==> config.mk <==
export PLATFORM = sky130hd
export DESIGN_NAME = radio_irq_status_flags
export DESIGN_NICKNAME = d
export VERILOG_FILES = /design/src/rtl/radio_flags_pkg.sv /design/src/rtl/radio_irq_status_flags.sv
export SDC_FILE = /design/constraint.sdc
export NUM_CORES = 1
export LEC_CHECK = 0
export ABC_AREA = 1
export ABC_CLOCK_PERIOD_IN_PS = 2230
export BUFFER_PORTS_ARGS = -buffer_cell sky130_fd_sc_hd__buf_4
export CAP_MARGIN = 10
export CELL_PAD_IN_SITES_DETAIL_PLACEMENT = 1
export CELL_PAD_IN_SITES_GLOBAL_PLACEMENT = 2
export CORE_ASPECT_RATIO = 1.4
export CORE_MARGIN = 2
export CORE_UTILIZATION = 28
export CTS_CLUSTER_DIAMETER = 30
export DETAILED_ROUTE_END_ITERATION = 10
export PLACE_DENSITY_LB_ADDON = 0.1
export SLEW_MARGIN = 10
export SYNTH_ARGS = -nofsm -noshare
export SYNTH_HDL_FRONTEND = slang
export SYNTH_SLANG_ARGS = --single-unit
==> constraint.sdc <==
create_clock -name clk -period 2.23 [get_ports clk]
set_clock_uncertainty 0.05 [all_clocks]
set_input_delay 0.1115 -clock clk [delete_from_list [all_inputs] [get_ports clk]]
set_output_delay 0.1115 -clock clk [all_outputs]
set_load 0.01 [all_outputs]
==> src/rtl/radio_flags_pkg.sv <==
// constants, register map and carrier types for the radio status flag block
package radio_flags_pkg;

    // ==================================================================
    // register indices (byte address is four times the index)
    localparam logic [7:0] IDX_MODE_FLAGS  = 8'h27;
    localparam logic [7:0] IDX_QUEUE_FLAGS = 8'h28;
    localparam logic [7:0] IDX_LEVEL_THR   = 8'h29;
    localparam logic [7:0] IDX_START_TMO   = 8'h2A;
    localparam logic [7:0] IDX_THR_TMO     = 8'h2B;
    localparam logic [7:0] IDX_CONTROL     = 8'h70;

    // ==================================================================
    // values after reset
    localparam logic [7:0] LEVEL_THR_RESET = 8'hE4;
    localparam logic [7:0] START_TMO_RESET = 8'h00;
    localparam logic [7:0] THR_TMO_RESET   = 8'h00;
    localparam logic [7:0] MODE_FLAGS_RESET  = 8'h80;
    localparam logic [7:0] QUEUE_FLAGS_RESET = 8'h00;

    // ==================================================================
    // field positions and counts
    localparam int         LEVEL_BIT    = 3;
    localparam int         MATCH_BIT    = 0;
    localparam int         OVERFLOW_BIT = 4;
    localparam logic [6:0] QUEUE_DEPTH  = 7'h42;
    localparam logic [3:0] UNIT_BITS    = 4'hF;
    localparam logic [6:0] LEVEL_SETTING_RESET = 7'h0F;

    // ==================================================================
    // operating modes
    typedef enum logic [2:0] {
        MODE_SLEEP   = 3'h0,
        MODE_STANDBY = 3'h1,
        MODE_SYNTH   = 3'h2,
        MODE_TX      = 3'h3,
        MODE_RX      = 3'h4
    } radio_mode_t;

    // first flag register
    typedef struct packed {
        logic modeSettled;
        logic receiveSettled;
        logic transmitSettled;
        logic synthLocked;
        logic levelAbove;
        logic timedOut;
        logic intermediate;
        logic frameMatch;
    } mode_flags_t;

    // second flag register
    typedef struct packed {
        logic queueFull;
        logic queueNonempty;
        logic queueAboveLevel;
        logic queueOverflow;
        logic frameTransmitted;
        logic frameReceived;
        logic checksumGood;
        logic spare;
    } queue_flags_t;

    // control word, bits 12:0 of the control register
    typedef struct packed {
        logic [6:0]  queueLevelSetting;
        logic        keepBadChecksumFrames;
        logic        crcOn;
        logic        packetMode;
        radio_mode_t mode;
    } control_t;

    localparam control_t CONTROL_RESET = '{
        queueLevelSetting:     LEVEL_SETTING_RESET,
        keepBadChecksumFrames: 1'b0,
        crcOn:                 1'b1,
        packetMode:            1'b1,
        mode:                  MODE_STANDBY
    };

endpackage : radio_flags_pkg

==> src/rtl/radio_irq_status_flags.sv <==
// status flags, level threshold and receive timeouts of the packet radio, behind an APB slave
//
// The APB register port was decided locally.
`timescale 1ns/1ps
`default_nettype none

module radio_irq_status_flags (
    // clock and reset
    input  wire logic                         clk,
    input  wire logic                         rst_b,
    // apb slave
    input  wire logic [11:0]                  paddr,
    input  wire logic                         psel,
    input  wire logic                         penable,
    input  wire logic                         pwrite,
    input  wire logic [31:0]                  pwdata,
    input  wire logic [3:0]                   pstrb,
    output logic      [31:0]                  prdata,
    output logic                              pready,
    output logic                              pslverr,
    // readiness and measurement from the radio core
    input  wire logic                         sleepEntered,
    input  wire logic                         xoRunning,
    input  wire logic                         synthLock,
    input  wire logic                         samplingStarted,
    input  wire logic                         rampDone,
    input  wire logic                         rxChainSettled,
    input  wire logic [7:0]                   signalLevelReading,
    input  wire logic                         bitTick,
    input  wire logic                         intermediateActive,
    // events from the queue and packet engine
    input  wire logic [6:0]                   queueCount,
    input  wire logic                         overflowEvent,
    input  wire logic                         frameSentEvent,
    input  wire logic                         lastByteEvent,
    input  wire logic                         checksumPass,
    input  wire logic                         frameMatchEvent,
    // to the radio core
    output radio_flags_pkg::control_t         control,
    output logic                              queueFlush,
    output radio_flags_pkg::mode_flags_t      modeFlags,
    output radio_flags_pkg::queue_flags_t     queueFlags
);

    // ==================================================================
    // registers
    radio_flags_pkg::control_t     control_r;
    radio_flags_pkg::mode_flags_t  modeFlags_r;
    radio_flags_pkg::mode_flags_t  modeFlags_nxt;
    radio_flags_pkg::queue_flags_t queueFlags_r;
    radio_flags_pkg::queue_flags_t queueFlags_nxt;
    logic [7:0]  levelThr_r;
    logic [7:0]  startTmo_r;
    logic [7:0]  thrTmo_r;
    logic [31:0] prdata_r;
    logic        queueFlush_r;
    logic        wasRx_r;
    logic        wasLevel_r;
    logic        wasQueued_r;

    // ==================================================================
    // bus decode
    wire logic [7:0] regIdx     = paddr[9:2];
    wire logic       addrOk     = (paddr[11:10] == 2'h0) && (paddr[1:0] == 2'h0);
    wire logic       hitMode    = addrOk && (regIdx == radio_flags_pkg::IDX_MODE_FLAGS);
    wire logic       hitQueue   = addrOk && (regIdx == radio_flags_pkg::IDX_QUEUE_FLAGS);
    wire logic       hitThr     = addrOk && (regIdx == radio_flags_pkg::IDX_LEVEL_THR);
    wire logic       hitStart   = addrOk && (regIdx == radio_flags_pkg::IDX_START_TMO);
    wire logic       hitThrTmo  = addrOk && (regIdx == radio_flags_pkg::IDX_THR_TMO);
    wire logic       hitCtrl    = addrOk && (regIdx == radio_flags_pkg::IDX_CONTROL);
    wire logic       hitAny     = hitMode | hitQueue | hitThr | hitStart | hitThrTmo | hitCtrl;
    wire logic       setupPhase = psel && !penable;
    wire logic       accessWr   = psel && penable && pwrite && hitAny;
    wire logic       lowLane    = pstrb[0];

    // answer in the first access cycle; read data was captured in setup
    assign pready  = psel && penable;
    assign pslverr = psel && penable && !hitAny;
    assign prdata  = prdata_r;

    // read mux; reading has no side effect on any flag
    wire logic [31:0] readMux =
        hitMode   ? {24'h0, modeFlags_r}  :
        hitQueue  ? {24'h0, queueFlags_r} :
        hitThr    ? {24'h0, levelThr_r}   :
        hitStart  ? {24'h0, startTmo_r}   :
        hitThrTmo ? {24'h0, thrTmo_r}     :
        hitCtrl   ? {19'h0, control_r}    : 32'h0;

    // ==================================================================
    // write strobes
    wire logic wrCtrl     = accessWr && hitCtrl;
    wire logic wrLow      = accessWr && lowLane;
    radio_flags_pkg::radio_mode_t newMode;
    assign newMode = radio_flags_pkg::radio_mode_t'(pwdata[2:0]);
    wire logic modeChange = wrCtrl && lowLane && (newMode != control_r.mode);
    wire logic clrLevel   = wrLow && hitMode && pwdata[radio_flags_pkg::LEVEL_BIT];
    wire logic clrMatch   = wrLow && hitMode && pwdata[radio_flags_pkg::MATCH_BIT] && !control_r.packetMode;
    wire logic flushReq   = wrLow && hitQueue && pwdata[radio_flags_pkg::OVERFLOW_BIT];

    // ==================================================================
    // mode and queue conditions
    wire logic modeRx    = (control_r.mode == radio_flags_pkg::MODE_RX);
    wire logic modeTx    = (control_r.mode == radio_flags_pkg::MODE_TX);
    wire logic lockMode  = modeRx || modeTx || (control_r.mode == radio_flags_pkg::MODE_SYNTH);
    wire logic rxEntry   = modeRx && !wasRx_r;
    wire logic queueEmpty = (queueCount == 7'h00);
    wire logic emptied    = wasQueued_r && queueEmpty;
    wire logic levelSet  = modeRx && (signalLevelReading > levelThr_r);
    wire logic levelRise = modeFlags_r.levelAbove && !wasLevel_r;
    wire logic payloadOk = lastByteEvent && (!control_r.crcOn || control_r.keepBadChecksumFrames || checksumPass);

    // readiness of whichever mode is now requested
    logic mode_settled_flag;
    always_comb begin
        case (control_r.mode)
            radio_flags_pkg::MODE_SLEEP:   mode_settled_flag = sleepEntered;
            radio_flags_pkg::MODE_STANDBY: mode_settled_flag = xoRunning;
            radio_flags_pkg::MODE_SYNTH:   mode_settled_flag = synthLock;
            radio_flags_pkg::MODE_RX:      mode_settled_flag = samplingStarted;
            radio_flags_pkg::MODE_TX:      mode_settled_flag = rampDone;
            default:                       mode_settled_flag = 1'b0;
        endcase
    end

    // ==================================================================
    // receive timeouts: 0 counts from receive entry, 1 from the level flag
    wire logic [1:0] tmrFire;
    wire logic [7:0] tmrSetting [2];
    wire logic       tmrStart   [2];
    wire logic       tmrStop    [2];
    assign tmrSetting[0] = startTmo_r;
    assign tmrSetting[1] = thrTmo_r;
    assign tmrStart[0]   = rxEntry;
    assign tmrStart[1]   = levelRise;
    assign tmrStop[0]    = !modeRx || modeFlags_r.levelAbove;
    assign tmrStop[1]    = !modeRx || queueFlags_r.frameReceived;

    genvar t;
    generate
        for (t = 0; t < 2; t++) begin : gTimer
            logic [11:0] bits_r;
            logic        run_r;
            wire  logic  armed   = tmrSetting[t] != 8'h00;
            wire  logic  lastBit = bits_r == {tmrSetting[t] - 8'h01, radio_flags_pkg::UNIT_BITS};  // setting*16-1
            assign tmrFire[t] = run_r && !tmrStop[t] && bitTick && lastBit;
            // the count is in bit periods; setting times 16 is reached on the last bit tick
            always_ff @(posedge clk) begin
                if (!rst_b) begin
                    bits_r <= 12'h000;
                    run_r  <= 1'b0;
                end else if (tmrStart[t] && armed && !tmrStop[t]) begin
                    bits_r <= 12'h000;
                    run_r  <= 1'b1;
                end else if (tmrStop[t] || tmrFire[t]) begin
                    bits_r <= 12'h000;
                    run_r  <= 1'b0;
                end else if (run_r && bitTick) begin
                    bits_r <= bits_r + 12'h001;
                end
            end
        end
    endgenerate

    // ==================================================================
    // next flag values; a set wins over a clear in the same cycle, except modeSettled, where a mode change wins, and the queue level flags, where a flush wins
    always_comb begin
        modeFlags_nxt = modeFlags_r;
        queueFlags_nxt = queueFlags_r;
        // a mode change clears; readiness of the old mode is stale that cycle
        if (modeChange)
            modeFlags_nxt.modeSettled = 1'b0;
        else if (mode_settled_flag)
            modeFlags_nxt.modeSettled = 1'b1;
        modeFlags_nxt.receiveSettled  = modeRx && (modeFlags_r.receiveSettled || rxChainSettled);
        modeFlags_nxt.transmitSettled = modeTx && (modeFlags_r.transmitSettled || rampDone);
        modeFlags_nxt.synthLocked     = lockMode && synthLock;
        modeFlags_nxt.levelAbove      = levelSet || (modeRx && modeFlags_r.levelAbove && !clrLevel);
        modeFlags_nxt.timedOut        = (|tmrFire) || (modeRx && modeFlags_r.timedOut && !emptied);
        // following the sequencer level also covers its delayed sleep-mode edges
        modeFlags_nxt.intermediate    = intermediateActive;
        modeFlags_nxt.frameMatch      = (modeRx && frameMatchEvent)
                                      || (modeRx && modeFlags_r.frameMatch && !emptied && !clrMatch);
        queueFlags_nxt.queueFull       = queueCount == radio_flags_pkg::QUEUE_DEPTH;
        queueFlags_nxt.queueNonempty   = !queueEmpty;
        queueFlags_nxt.queueAboveLevel = queueCount > control_r.queueLevelSetting;
        queueFlags_nxt.queueOverflow   = (overflowEvent && control_r.mode != radio_flags_pkg::MODE_SLEEP)
                                       || (queueFlags_r.queueOverflow && !flushReq);
        queueFlags_nxt.frameTransmitted = modeTx && (queueFlags_r.frameTransmitted || frameSentEvent);
        queueFlags_nxt.frameReceived   = (modeRx && payloadOk)
                                       || (queueFlags_r.frameReceived && !queueEmpty && !flushReq);
        queueFlags_nxt.checksumGood    = (modeRx && lastByteEvent && checksumPass)
                                       || (queueFlags_r.checksumGood && !queueEmpty && !flushReq);
        queueFlags_nxt.spare           = 1'b0;
        // a flush empties the queue at once, so the level flags drop with it
        if (flushReq) begin
            queueFlags_nxt.queueFull       = 1'b0;
            queueFlags_nxt.queueNonempty   = 1'b0;
            queueFlags_nxt.queueAboveLevel = 1'b0;
        end
    end

    // ==================================================================
    // flag and history registers
    always_ff @(posedge clk) begin
        if (!rst_b) begin
            modeFlags_r  <= radio_flags_pkg::mode_flags_t'(radio_flags_pkg::MODE_FLAGS_RESET);
            queueFlags_r <= radio_flags_pkg::queue_flags_t'(radio_flags_pkg::QUEUE_FLAGS_RESET);
            wasRx_r      <= 1'b0;
            wasLevel_r   <= 1'b0;
            wasQueued_r  <= 1'b0;
            queueFlush_r <= 1'b0;
        end else begin
            modeFlags_r  <= modeFlags_nxt;
            queueFlags_r <= queueFlags_nxt;
            wasRx_r      <= modeRx;
            wasLevel_r   <= modeFlags_r.levelAbove;
            wasQueued_r  <= !queueEmpty;
            queueFlush_r <= flushReq;
        end
    end

    // software settings
    always_ff @(posedge clk) begin
        if (!rst_b) begin
            control_r  <= radio_flags_pkg::CONTROL_RESET;
            levelThr_r <= radio_flags_pkg::LEVEL_THR_RESET;
            startTmo_r <= radio_flags_pkg::START_TMO_RESET;
            thrTmo_r   <= radio_flags_pkg::THR_TMO_RESET;
        end else if (accessWr) begin
            if (hitCtrl && lowLane)
                control_r[7:0] <= pwdata[7:0];
            if (hitCtrl && pstrb[1])
                control_r[12:8] <= pwdata[12:8];
            if (hitThr && lowLane)
                levelThr_r <= pwdata[7:0];
            if (hitStart && lowLane)
                startTmo_r <= pwdata[7:0];
            if (hitThrTmo && lowLane)
                thrTmo_r <= pwdata[7:0];
        end
    end

    // read data is latched in setup so the access cycle can answer at once
    always_ff @(posedge clk) begin
        if (!rst_b)
            prdata_r <= 32'h0;
        else if (setupPhase)
            prdata_r <= readMux;
    end

    assign control    = control_r;
    assign queueFlush = queueFlush_r;
    assign modeFlags  = modeFlags_r;
    assign queueFlags = queueFlags_r;
endmodule : radio_irq_status_flags

`default_nettype wire

Word-level counts from Yosys, hierarchy flattened:

Index checks and enable logic that the tools add are counted.

* word-level logic and storage cells: 188
* register bits: 115
* output and inout port bits: 64
* input port bits: 81

* $add $sub $neg: 4
* reductions and logical operators: 115
* eq/ne operators: 14
* order comparisons: 2
* mux-type cells: 13
* bitwise operators: 6

Operator list (count)
* $mux W13: 6
* $logic_and A1 B1 Y1: 65
* $eq A8 B6 Y1 const B: 5
* $add A12 B1 Y12 const B: 2
* $eq A12 B12 Y1: 2
* $logic_or A1 B1 Y1: 17
* $reduce_bool A8 Y1: 2
* $sub A8 B1 Y8 const B: 2
* $logic_not A1 Y1: 14
* $reduce_and A2 Y1: 5
* $eq A8 B7 Y1 const B: 1
* $gt A8 B8 Y1: 1
* $eq A7 B7 Y1 const B: 1
* $gt A7 B7 Y1: 1
* $logic_not A7 Y1: 1
* $eq A3 B2 Y1 const B: 2
* $mux W1: 6
* $reduce_bool A2 Y1: 3
* $reduce_or A3 Y1: 2
* $or A1 B1 Y1: 5
* $pmux W1 S5: 1
* $logic_not A2 Y1: 2
* $reduce_or A2 Y1: 2
* $eq A3 B1 Y1 const B: 1
* 5 further kinds: 5

Depth between registers and ports, before layout:

Gate-level depths: netlist of run 1.

* word-level depth: 16
* gate-level depth with buffers: 13
* mapped depth without buffers: 13

Least setup slack after synthesis of run 1:

Ideal clock, no wire load.

* kind: reg-to-reg
* from: register thrTmo_r[0]
* to: register gTimer[1].bits_r[3]
* setup slack: 0.415 ns
* buffers on the path: 1
* arrival: 1.649 ns
* setup time: 0.116 ns
* period minus slack after synthesis: 1.815 ns
* cell stages (with the launch flop): 14
* required time: 2.064 ns
* cells stage by stage: dfxtp_1 -> inv_1 -> ha_1 -> nand2_1 -> o21ai_0 -> nor2_1 -> nand3_1 -> nor2_1 -> nand3_1 -> nor2_1 -> nand2_1 -> nand3_1 -> buf_4 -> nor2_1

* cells in the longest elaborated chain, start to end: 5
* elaborated cells between the ends (all ways): 8
* those cells by class: add/sub: 1; eq/ne: 1; reduce/logical: 6

Ends and longest elaborated chain
* start, declared: line radio_irq_status_flags.sv:54 `logic [7:0] thrTmo_r;`
* start signal, assigned: line radio_irq_status_flags.sv:229 `thrTmo_r <= radio_flags_pkg::THR_TMO_RESET;`
* start signal, assigned: line radio_irq_status_flags.sv:240 `thrTmo_r <= pwdata[7:0];`
* $sub A8 B1 Y8: line radio_irq_status_flags.sv:145 `wire logic lastBit = bits_r == {tmrSetting[t] - 8'h01, radio_flags_pkg::UNIT_BITS};`
* $eq A12 B12 Y1: line radio_irq_status_flags.sv:145
* $logic_and A1 B1 Y1: line radio_irq_status_flags.sv:146 `assign tmrFire[t] = run_r && !tmrStop[t] && bitTick && lastBit;`
* $logic_or A1 B1 Y1: line radio_irq_status_flags.sv:155 `end else if (tmrStop[t] || tmrFire[t]) begin`
* $reduce_or A3 Y1 (no line) (*)
* end signal, assigned: line radio_irq_status_flags.sv:159 `bits_r <= bits_r + 12'h001;`
* end, declared: line radio_irq_status_flags.sv:142 `logic [11:0] bits_r;`

Every way passes the cells marked *; elsewhere a longest branch is shown, timed or not.
A chain may end at the register's enable or synchronous reset.

Worst setup path after layout of run 1:

* from: register startTmo_r[1]
* to: register gTimer[0].bits_r[8]

* cells in the longest elaborated chain, start to end: 5
* elaborated cells between the ends (all ways): 8
* those cells by class: add/sub: 1; eq/ne: 1; reduce/logical: 6

Ends and longest elaborated chain
* start, declared: line radio_irq_status_flags.sv:53 `logic [7:0] startTmo_r;`
* start signal, assigned: line radio_irq_status_flags.sv:228 `startTmo_r <= radio_flags_pkg::START_TMO_RESET;`
* start signal, assigned: line radio_irq_status_flags.sv:238 `startTmo_r <= pwdata[7:0];`
* $sub A8 B1 Y8: line radio_irq_status_flags.sv:145
* $eq A12 B12 Y1: line radio_irq_status_flags.sv:145
* $logic_and A1 B1 Y1: line radio_irq_status_flags.sv:146
* $logic_or A1 B1 Y1: line radio_irq_status_flags.sv:155
* $reduce_or A3 Y1 (no line) (*)
* end signal, assigned: line radio_irq_status_flags.sv:159
* end, declared: line radio_irq_status_flags.sv:142

Marked as above.

==> results of run 1 <==
-- routing by layer --
metal | part of all wire, % | up-vias
li1 | - | 2967
met1 | 42 | 2688
met2 | 56 | 53
met3 | 1.7 | 13
met4 | 1.3 | 0
met5 | 0 | -
-- kinds of logic (layout without fill, tap and decap cells) --
kind of cell / Yosys count / count (layout) / synth area share [%]
AO/OA/AOI/OAI: 70 / 70 / 6.64
XOR/XNOR: 29 / 29 / 4.52
adder cells (fa/ha/maj): 19 / 19 / 4.23
buffers and inverters: 143 / 267 / 11.4
flip-flops: 95 / 95 / 33.9
multiplexers: 1 / 1 / 0.178
other: 1 / 20 / 0.0668
AND/OR/NAND/NOR: 506 / 506 / 39.1
-- worst min-delay path: cells and delay by family --
| family | cells | cell delay, ps |
|---|---|---|
| buffers and inverters | 1 | 90 |
| and+or+nand+nor | 3 | 180 |
-- worst max-delay path by stage --
stage	to	cells after the start
2_1_floorplan	gTimer[1].bits_r[3]	13
3_3_place_gp	gTimer[1].bits_r[1]	13
3_5_place_dp	gTimer[1].bits_r[5]	13
4_1_cts	gTimer[1].bits_r[5]	13
5_1_grt	gTimer[1].bits_r[10]	13
6_report	gTimer[0].bits_r[8]	13
-- power groups by stage --
stage / Sequential, W / Combinational (W) / Clock, W
3_3_place_gp: 0.00175 / 0.000265 / 0
5_1_grt: 0.00171 / 0.000324 / 0.00168
2_1_floorplan: 0.00175 / 0.000128 / 0
3_5_place_dp: 0.00175 / 0.000266 / 0
4_1_cts: 0.00171 / 0.000294 / 0.00160
6_report: 0.00171 / 0.000291 / 0.00156
-- placed cells by master, fill, tap and decap left out, drive strengths merged, types with 2 or more instances in the layout --
cell / n
conb: 20
inv: 108
o22ai: 2
dfxtp: 95
o211ai: 8
buf: 127
dlygate4sd3: 19
nand3: 71
ha: 19
clkinv: 3
nand2: 229
o21ai: 32
xor2: 22
nor2: 164
nand4: 22
clkbuf: 9
xnor2: 7
nor3: 15
a21oi: 28
-- sequential cells by signal, indices dropped and copies added (netlist names) --
| signal | cells |
|---|---|
| wasLevel_r | 1 |
| gTimer.run_r | 2 |
| wasQueued_r | 1 |
| gTimer.bits_r | 24 |
| queueFlush | 1 |
| modeFlags | 8 |
| thrTmo_r | 8 |
| control | 13 |
| queueFlags | 7 |
| startTmo_r | 8 |
| wasRx_r | 1 |
| prdata | 13 |
| levelThr_r | 8 |
-- stage by stage --
| stage | total power (W) | utilization, % | hold WS, ps | cells |
|---|---|---|---|---|
| final | 0.00356 | 36.4 | 14.7 | 1259 |
| after floorplan | 0.00188 | - | 159 | 883 |
| after global routing | 0.00371 | 36.4 | 27.2 | 1259 |
| after CTS | 0.00360 | 36.4 | 7.51 | 1259 |
| after detailed placement | 0.00201 | 34.0 | 270 | 1224 |
| after global placement | 0.00201 | 34.0 | 278 | 1224 |
-- cell type report --
type,count,area (um2),area share (%)
flip-flops and latches,95,1900,26.4
well taps,252,315,4.38
inverters,105,394,5.48
clock inverters,7,63.8,0.887
repair buffers,146,1150,15.9
clock buffers,9,225,3.13
multi-input cells,645,3150,43.7
-- timing repair --
action,4_1_cts,5_1_grt
setup endpoints to repair,0,12
endpoints found under the hold margin,21,0
gates resized for setup,0,2
hold buffers,19,0
==> results.sh, run 1 <==
export IMPL_power_leakage_nw=3.55
export IMPL_synth_edf_count=0
export IMPL_synth_ff_latch_count=95
export IMPL_clock_power_share_pct=43.9
export IMPL_place_port_buffers=103
export IMPL_met2_usage_pct=39.5
export IMPL_synthesis_yosys_warnings=0
export IMPL_pin_count_of_the_biggest_net_entering_global_routing=32
export IMPL_clk_latency_ps=360
export IMPL_postSynthAreaPerCell_um2=6.50
export IMPL_crit_buf_inv=3
export IMPL_cts_path_max_buffers=2
export IMPL_synth_most_common_cell="sky130_fd_sc_hd__nand2_1"
export IMPL_switching_share_pct=26.6
export IMPL_holdPathStages=4
export IMPL_drcViolationCount=0
export IMPL_place_ws_ps=192
export IMPL_drt_iter0_drc=207
export IMPL_gr_max_usage_layer="met2"
export IMPL_global_route_usage_total_pct=20.5
export IMPL_period_minus_slack_ps=1960
export IMPL_placement_cell_area_mm2=0.00671
export IMPL_number_of_maximum_capacitance_violations=0
export IMPL_worst_setup_path_start_kind="flip-flop"
export IMPL_maxClockFrequency_mhz=511
export IMPL_overall_via_count_from_detail_route=5721
export IMPL_seq_area_frac_synth_pct=33.9
export IMPL_dominantRegCellSynth="sky130_fd_sc_hd__dfxtp_1"
export IMPL_first_global_vias=5830
export IMPL_endpoint_kind="flip-flop"
export IMPL_globalRoute_totalOverflow=0
export IMPL_outcome="completed"
export IMPL_design_core_area_mm2=0.0198
export IMPL_synth_commonest_cells="220 x sky130_fd_sc_hd__nand2_1, 158 x sky130_fd_sc_hd__nor2_1, 104 x sky130_fd_sc_hd__inv_1"
export IMPL_global_route_wire_length_before_repair_um=32200
export IMPL_async_reset_ff_share_pct=0
export IMPL_n_fill_cell=2618
export IMPL_groute_layer_met3_usage_pct=2.85
export IMPL_setup_violations=0
export IMPL_cts_setup_buffers=0
export IMPL_post_route_worst_setup_slack_ps=274
export IMPL_setup_tns_final_ps=0
export IMPL_yosys_area_top_type="sky130_fd_sc_hd__dfxtp_1"
export IMPL_cts_htree_levels=3
export IMPL_root_buffer="sky130_fd_sc_hd__clkbuf_16"
export IMPL_drt_vias_per_instance=4.54
export IMPL_post_drt_wl_per_cell_um=16.6
export IMPL_rsz0062_at_grt="no"
export IMPL_area_delta_synth_final_pct=28.1
export IMPL_ratio_of_cells_with_drive_above_1_in_the_final_layout_pct=16.2
export IMPL_setup_worst_path_class="flip-flop to flip-flop"
export IMPL_critical_path_slowest_cell="sky130_fd_sc_hd__dfxtp_1"
export IMPL_pwrdens_mw_per_mm2=495
export IMPL_post_synth_instance_area_mm2=0.00562
export IMPL_drv_slew=0
export IMPL_ir_worst_vdd_uv=331
export IMPL_worstHoldPathType="input pin to flip-flop"
export IMPL_cp_startpoint="startTmo_r[1]"
export IMPL_clock_sinks=95
export IMPL_finalInstanceArea_mm2=0.00720
export IMPL_rr_startpoint="startTmo_r[1]"
export IMPL_finalCritPeriodShare_pct=87.7
export IMPL_synth_area_leaders="sky130_fd_sc_hd__dfxtp_1 34%, sky130_fd_sc_hd__nand2_1 15%, sky130_fd_sc_hd__nor2_1 11%"
export IMPL_clkSlewWorstSetupHoldPaths_ps=80
export IMPL_hold_start="queueCount[4]"
export IMPL_timing_reg2reg_setup_slack_ps=270
export IMPL_gp_congestion=0.779
export IMPL_grt_antenna_before_repair=0
export IMPL_design_final_nets=1102
export IMPL_cts_inserted_buffers=9
export IMPL_data_arrival_time_of_the_critical_path_ps=2160
export IMPL_flop_pwr_share_pct=47.9
export IMPL_hold_viol=0
export IMPL_wire_length_reported_by_the_detailed_router_um=20900
export IMPL_initial_core_util_pct=28.4
export IMPL_diodes=0
export IMPL_design_die_area_mm2=0.0212
export IMPL_tritoncts_clock_tree="yes"
export IMPL_timing_hold_worst_endpoint="queueFlags[7]"
export IMPL_synthDominantCellAreaShare_pct=33.9
export IMPL_row_cnt=61
export IMPL_internal_power_w=0.00261
export IMPL_dp_final_hpwl_um=17200
export IMPL_cp_required_ps=2430
export IMPL_ys_types=32
export IMPL_crit_path_max_incr_delay_ps=320
export IMPL_timing_critical_path_cells="inv_1 > ha_1 > inv_1 > nand2_1 > nand2_1 > xor2_1 > nor2_1 > nand3_1 > nor2_1 > nand2_1 > nand3_1 > buf_4 > nor2_1"
export IMPL_io_pin_count=145
export IMPL_grt_use_met1_pct=23.6
export IMPL_syn_inst=864
export IMPL_detailedRoute_firstPassIterationCount=4
export IMPL_largest_fanout_of_any_net_on_the_critical_path=12
export IMPL_die_height_um=172
export IMPL_comb_power_share_pct=8.2
export IMPL_netSwitchingPower_w=0.000945
export IMPL_drtAntennaViolNets=0
export IMPL_worstRegToRegCells=13
export IMPL_crit_family="simple AND/OR/NAND/NOR gates"
export IMPL_dieWidth_um=124
export IMPL_r2r_end="gTimer[0].bits_r[8]"
(Power assumes the default switching activity.)
==> run 2: changes to the inputs <==
REMOVE_ABC_BUFFERS = 1   (was not set)
==> run 2 against run 1 <==
Register-to-register slack hardly changed. Via count up 0.35%. Clock power fell by 3%. Cell count is essentially flat. Critical path depth down 1. Combinational power fell by 2%. Worst hold slack got worse by 1.7 ps. Sequential share of layout area fell by 0.055 points. Total power decreased by 1.2%. Worst setup slack worse by 160 ps. Die area stayed put.
==> results.sh, run 2 (synthesis results as in run 1) <==
export IMPL_clk_latency_ps=360
export IMPL_pwrdens_mw_per_mm2=487
export IMPL_power_leakage_nw=3.56
export IMPL_gr_max_usage_layer="met2"
export IMPL_diodes=0
export IMPL_place_ws_ps=154
export IMPL_largest_register_ff_count=24
export IMPL_period_minus_slack_ps=2110
export IMPL_finalCritPeriodShare_pct=94.7
export IMPL_crit_family="simple AND/OR/NAND/NOR gates"
export IMPL_worstRegToRegCells=13
export IMPL_grt_use_met1_pct=20.4
export IMPL_post_route_worst_setup_slack_ps=117
export IMPL_drt_vias_per_instance=4.56
export IMPL_maxClockFrequency_mhz=473
export IMPL_clock_sinks=95
export IMPL_design_core_area_mm2=0.0198
export IMPL_max_slew_worst_pin_slew_ps=573
export IMPL_met2_usage_pct=38.9
export IMPL_area_delta_synth_final_pct=28.4
export IMPL_initial_core_util_pct=28.4
export IMPL_row_cnt=61
export IMPL_r2r_end="gTimer[0].bits_r[8]"
export IMPL_pin_count_of_the_biggest_net_entering_global_routing=49
export IMPL_design_final_nets=1103
export IMPL_crit_buf_inv=2
export IMPL_hold_start="lastByteEvent"
export IMPL_root_buffer="sky130_fd_sc_hd__clkbuf_16"
export IMPL_ratio_of_cells_with_drive_above_1_in_the_final_layout_pct=16.3
export IMPL_endpoint_kind="flip-flop"
export IMPL_n_fill_cell=2573
export IMPL_drv_slew=0
export IMPL_critical_path_slowest_cell="sky130_fd_sc_hd__dlygate4sd3_1"
export IMPL_crit_path_max_incr_delay_ps=570
export IMPL_detailedRoute_firstPassIterationCount=4
export IMPL_gp_congestion=0.897
export IMPL_global_route_usage_total_pct=19.7
export IMPL_grt_antenna_before_repair=0
export IMPL_drt_iter0_drc=203
export IMPL_clkSlewWorstSetupHoldPaths_ps=70
export IMPL_cts_path_max_buffers=2
export IMPL_number_of_maximum_capacitance_violations=0
export IMPL_rr_startpoint="startTmo_r[1]"
export IMPL_global_route_wire_length_before_repair_um=30900
export IMPL_holdPathStages=3
export IMPL_worstHoldPathType="input pin to flip-flop"
export IMPL_first_global_vias=5763
export IMPL_setup_worst_path_class="input pin to flip-flop"
export IMPL_timing_reg2reg_setup_slack_ps=260
export IMPL_drcViolationCount=0
export IMPL_design_die_area_mm2=0.0212
export IMPL_dieWidth_um=124
export IMPL_io_pin_count=145
export IMPL_ir_worst_vdd_uv=356
export IMPL_post_drt_wl_per_cell_um=16.3
export IMPL_multi_input_area_mm2=0.00315
export IMPL_rsz0062_at_grt="no"
export IMPL_dp_final_hpwl_um=16700
export IMPL_data_arrival_time_of_the_critical_path_ps=2310
export IMPL_final_cell_mix="220 x sky130_fd_sc_hd__nand2_1, 158 x sky130_fd_sc_hd__nor2_1, 126 x sky130_fd_sc_hd__buf_4"
export IMPL_setup_violations=0
export IMPL_wire_length_reported_by_the_detailed_router_um=20500
export IMPL_timing_hold_ws_ps=13.1
export IMPL_place_port_buffers=103
export IMPL_die_height_um=172
export IMPL_top_register="gTimer.bits_r"
export IMPL_worst_setup_path_start_kind="input pin"
export IMPL_timing_critical_path_cells="buf_4 > nor2_2 > nand2_2 > nor2_8 > nand2_4 > nand2_2 > nand2_4 > nor2_8 > nand3_1 > nand2_1 > o22ai_1 > dlygate4sd3_1"
export IMPL_slew_headroom_pct=61.8
export IMPL_globalRoute_totalOverflow=0
export IMPL_total_power_w=0.00352
export IMPL_timing_hold_worst_endpoint="queueFlags[2]"
export IMPL_tritoncts_clock_tree="yes"
export IMPL_cts_htree_levels=3
export IMPL_outcome="completed"
export IMPL_overall_via_count_from_detail_route=5741
export IMPL_layout_cells_most_common="sky130_fd_sc_hd__nand2_1"
export IMPL_seqCellArea_mm2=0.00190
export IMPL_largest_fanout_of_any_net_on_the_critical_path=8
export IMPL_cp_required_ps=2430
export IMPL_hold_viol=0
export IMPL_cts_inserted_buffers=9
export IMPL_groute_layer_met3_usage_pct=1.82
export IMPL_setup_tns_final_ps=0
export IMPL_drtAntennaViolNets=0
run 2: changes by cell type in the layout (fill, tap and decap cells not counted), sizes merged:
cell	previous run	this run
inv	108	106
clkinvlp	1	3
buf	127	128
clkbuf	9	10
clkinv	3	2
run 2: where the power goes:
group | internal, W | switching (W)
logic | 0.000128 | 0.000157
clock network | 0.000792 | 0.000730
registers | 0.00170 | 0.00000551
total | 0.00262 | 0.000893
run 2: final cells by class:
| class | instances | share of cell area (%) |
|---|---|---|
| clock buffer | 10 | 3.31 |
| tap | 252 | 4.37 |
| multi-input combinational | 645 | 43.7 |
| clock inverter | 6 | 0.625 |
| sequential | 95 | 26.4 |
| inverter | 105 | 5.46 |
| timing repair buffer | 147 | 16.2 |
run 2: metrics by stage:
step	std cells	cell area, um2	util, %
floorplan	845	5440	-
global placement	1225	6730	34.1
detailed placement	1225	6730	34.1
CTS	1260	7210	36.5
global route	1260	7210	36.5
finish	1260	7210	36.5
run 2: worst max-delay path by stage:
stage / startpoint / endpoint / slack (ps) / cells after the start
floorplan: thrTmo_r[0] / gTimer[1].bits_r[0] / 390 / 12
global placement: thrTmo_r[1] / gTimer[1].bits_r[7] / 170 / 13
detailed placement: thrTmo_r[1] / gTimer[1].bits_r[1] / 150 / 13
CTS: thrTmo_r[1] / gTimer[1].bits_r[1] / 140 / 13
global route: thrTmo_r[0] / gTimer[1].bits_r[8] / 2 / 13
finish: paddr[3] / queueFlags[1] / 120 / 12
run 2: metal layers:
metal / up-vias / wire, um
met5: - / 0
li1: 2966 / -
met1: 2677 / 8030
met4: 0 / 682
met3: 26 / 352
met2: 72 / 11500
run 2: repair_timing:
action / 4_1_cts / 5_1_grt
setup buffers: 0 / 0
hold endpoints to repair: 17 / 0
resized for setup: 0 / 2
hold buffers: 19 / 0
setup endpoints to repair: 0 / 12
run 2: worst min-delay path: cells and delay by family:
family          cells  cell delay, ps
compound gates      1              80
simple gates        1              80
buf+inv             1             110
==> run 3: changes to the inputs <==
ABC_CLOCK_PERIOD_IN_PS = 2300   (was 2230)
CORE_ASPECT_RATIO = 2   (was 1.4)
clock period = 2.3 ns   (was 2.23 ns; I/O delays follow)
==> run 3 against run 2 <==
Critical path depth decreased by 1. Cell count increased by 0.71%. Via count increased by 2.0%. Count of clock-buffer cells in the layout increased by 1. Largest power group is now clock. Worst setup slack improved by 18 ps. Largest cell class unchanged. Cell area increased by 0.66%. Wire length increased by 3.3%. Sequential power decreased by 3%. Critical path type unchanged.
==> results.sh, run 3 (synthesis results as in run 1) <==
export IMPL_outcome="completed"
export IMPL_period_minus_slack_ps=2160
export IMPL_initial_core_util_pct=28.3
export IMPL_clock_sinks=95
export IMPL_cp_startpoint="paddr[11]"
export IMPL_post_place_cells=1234
export IMPL_timing_reg2reg_setup_slack_ps=300
export IMPL_gp_congestion=0.840
export IMPL_pwrdens_mw_per_mm2=505
export IMPL_slew_headroom_pct=60.1
export IMPL_wire_length_reported_by_the_detailed_router_um=21200
export IMPL_dp_final_hpwl_um=17500
export IMPL_timing_hold_ws_ps=11.3
export IMPL_grt_antenna_before_repair=0
export IMPL_dieWidth_um=104
export IMPL_global_route_usage_total_pct=20.3
export IMPL_design_die_area_mm2=0.0213
export IMPL_largest_register_ff_count=24
export IMPL_worst_setup_path_start_kind="input pin"
export IMPL_maxClockFrequency_mhz=462
export IMPL_layout_cells_non_filler=1269
export IMPL_drcViolationCount=0
export IMPL_max_slew_worst_pin_slew_ps=599
export IMPL_rsz0062_at_grt="no"
export IMPL_io_pin_count=145
export IMPL_global_route_wire_length_before_repair_um=32500
export IMPL_row_cnt=73
export IMPL_power_leakage_nw=3.58
export IMPL_r2r_end="gTimer[0].bits_r[4]"
export IMPL_endpoint_kind="flip-flop"
export IMPL_design_core_area_mm2=0.0198
export IMPL_first_global_vias=6001
export IMPL_cp_required_ps=2500
export IMPL_drt_vias_per_instance=4.61
export IMPL_cts_htree_levels=3
export IMPL_area_delta_synth_final_pct=29.2
export IMPL_setup_violations=0
export IMPL_root_buffer="sky130_fd_sc_hd__clkbuf_16"
export IMPL_ir_worst_vdd_uv=274
export IMPL_rr_startpoint="startTmo_r[1]"
export IMPL_layout_cells_most_common="sky130_fd_sc_hd__nand2_1"
export IMPL_data_arrival_time_of_the_critical_path_ps=2360
export IMPL_worstRegToRegCells=13
export IMPL_place_port_buffers=103
export IMPL_postCtsHoldBufs=19
export IMPL_ratio_of_cells_with_drive_above_1_in_the_final_layout_pct=16.0
export IMPL_cts_path_max_buffers=2
export IMPL_overall_via_count_from_detail_route=5855
export IMPL_hold_viol=0
export IMPL_top_register="gTimer.bits_r"
export IMPL_post_drt_wl_per_cell_um=16.7
export IMPL_largest_fanout_of_any_net_on_the_critical_path=7
export IMPL_drtAntennaViolNets=0
export IMPL_setup_tns_final_ps=0
export IMPL_globalRoute_totalOverflow=0
export IMPL_die_height_um=204
export IMPL_tritoncts_clock_tree="yes"
export IMPL_worst_setup_path_endpoint="queueFlags[7]"
export IMPL_number_of_maximum_capacitance_violations=0
export IMPL_diodes=0
export IMPL_worstHoldPathType="input pin to flip-flop"
export IMPL_pin_count_of_the_biggest_net_entering_global_routing=49
export IMPL_drv_slew=0
export IMPL_final_cell_mix="220 x sky130_fd_sc_hd__nand2_1, 158 x sky130_fd_sc_hd__nor2_1, 126 x sky130_fd_sc_hd__buf_4"
export IMPL_finalCritPeriodShare_pct=94.1
export IMPL_setup_worst_path_class="input pin to flip-flop"
export IMPL_post_cts_resized_instances=0
export IMPL_cts_setup_buffers=0
export IMPL_clkSlewWorstSetupHoldPaths_ps=80
export IMPL_clk_latency_ps=360
export IMPL_detailedRoute_firstPassIterationCount=5
export IMPL_design_final_nets=1102
export IMPL_drt_iter0_drc=114
export IMPL_cts_inserted_buffers=9
run 3: layer usage:
metal  wire length (um)  track usage (%)
met4                439             7.00
met1               7340             18.9
met3                394             2.36
met5                  0                0
met2              13000             43.8
run 3: layout make-up:
class / count / area [um2]
sequential: 95 / 1900
fill: 2592 / 12600
tap: 262 / 328
clock buffer: 11 / 243
clock inverter: 5 / 88.8
timing repair buffer: 146 / 1160
multi-input combinational: 645 / 3150
inverter: 105 / 394
run 3: how the worst min path moves through the flow:
stage / start / end / slack (ps) / cells after the start
after floorplan: rst_b / modeFlags[7] / 130 / 1
after global placement: intermediateActive / modeFlags[1] / 250 / 3
after detailed placement: intermediateActive / modeFlags[1] / 260 / 3
after CTS: pwdata[1] / levelThr_r[1] / 2 / 3
after global routing: pwdata[1] / levelThr_r[1] / 10 / 3
final: pwdata[1] / levelThr_r[1] / 10 / 3
run 3: report_power, final:
part	leakage [nW]	switching, W	total [W]	internal (W)
clock	0.162	0.000726	0.00172	0.000999
sequential	0.767	0.00000532	0.00166	0.00165
combinational	2.65	0.000156	0.000283	0.000127
total	3.58	0.000888	0.00366	0.00278
run 3: worst max-delay path, cell delays in order:
cell                            delay (ps)
sky130_fd_sc_hd__buf_4                 110
sky130_fd_sc_hd__nor2_1                130
sky130_fd_sc_hd__nand2_2               160
sky130_fd_sc_hd__inv_1                 170
sky130_fd_sc_hd__buf_4                 170
sky130_fd_sc_hd__nand2_1                70
sky130_fd_sc_hd__nor2_1                340
sky130_fd_sc_hd__nand3_1               240
sky130_fd_sc_hd__nand2_1               230
sky130_fd_sc_hd__nor3_1                 70
sky130_fd_sc_hd__dlygate4sd3_1         550
run 3: metrics by stage:
stage          setup WS, ps  utilization (%)  cell area, um2  total power [W]
2_1_floorplan           464                -            5440          0.00178
3_3_place_gp            272             34.0            6740          0.00196
3_5_place_dp            269             34.0            6740          0.00196
4_1_cts                 156             36.6            7260          0.00372
5_1_grt                51.0             36.6            7260          0.00379
6_report                135             36.6            7260          0.00366
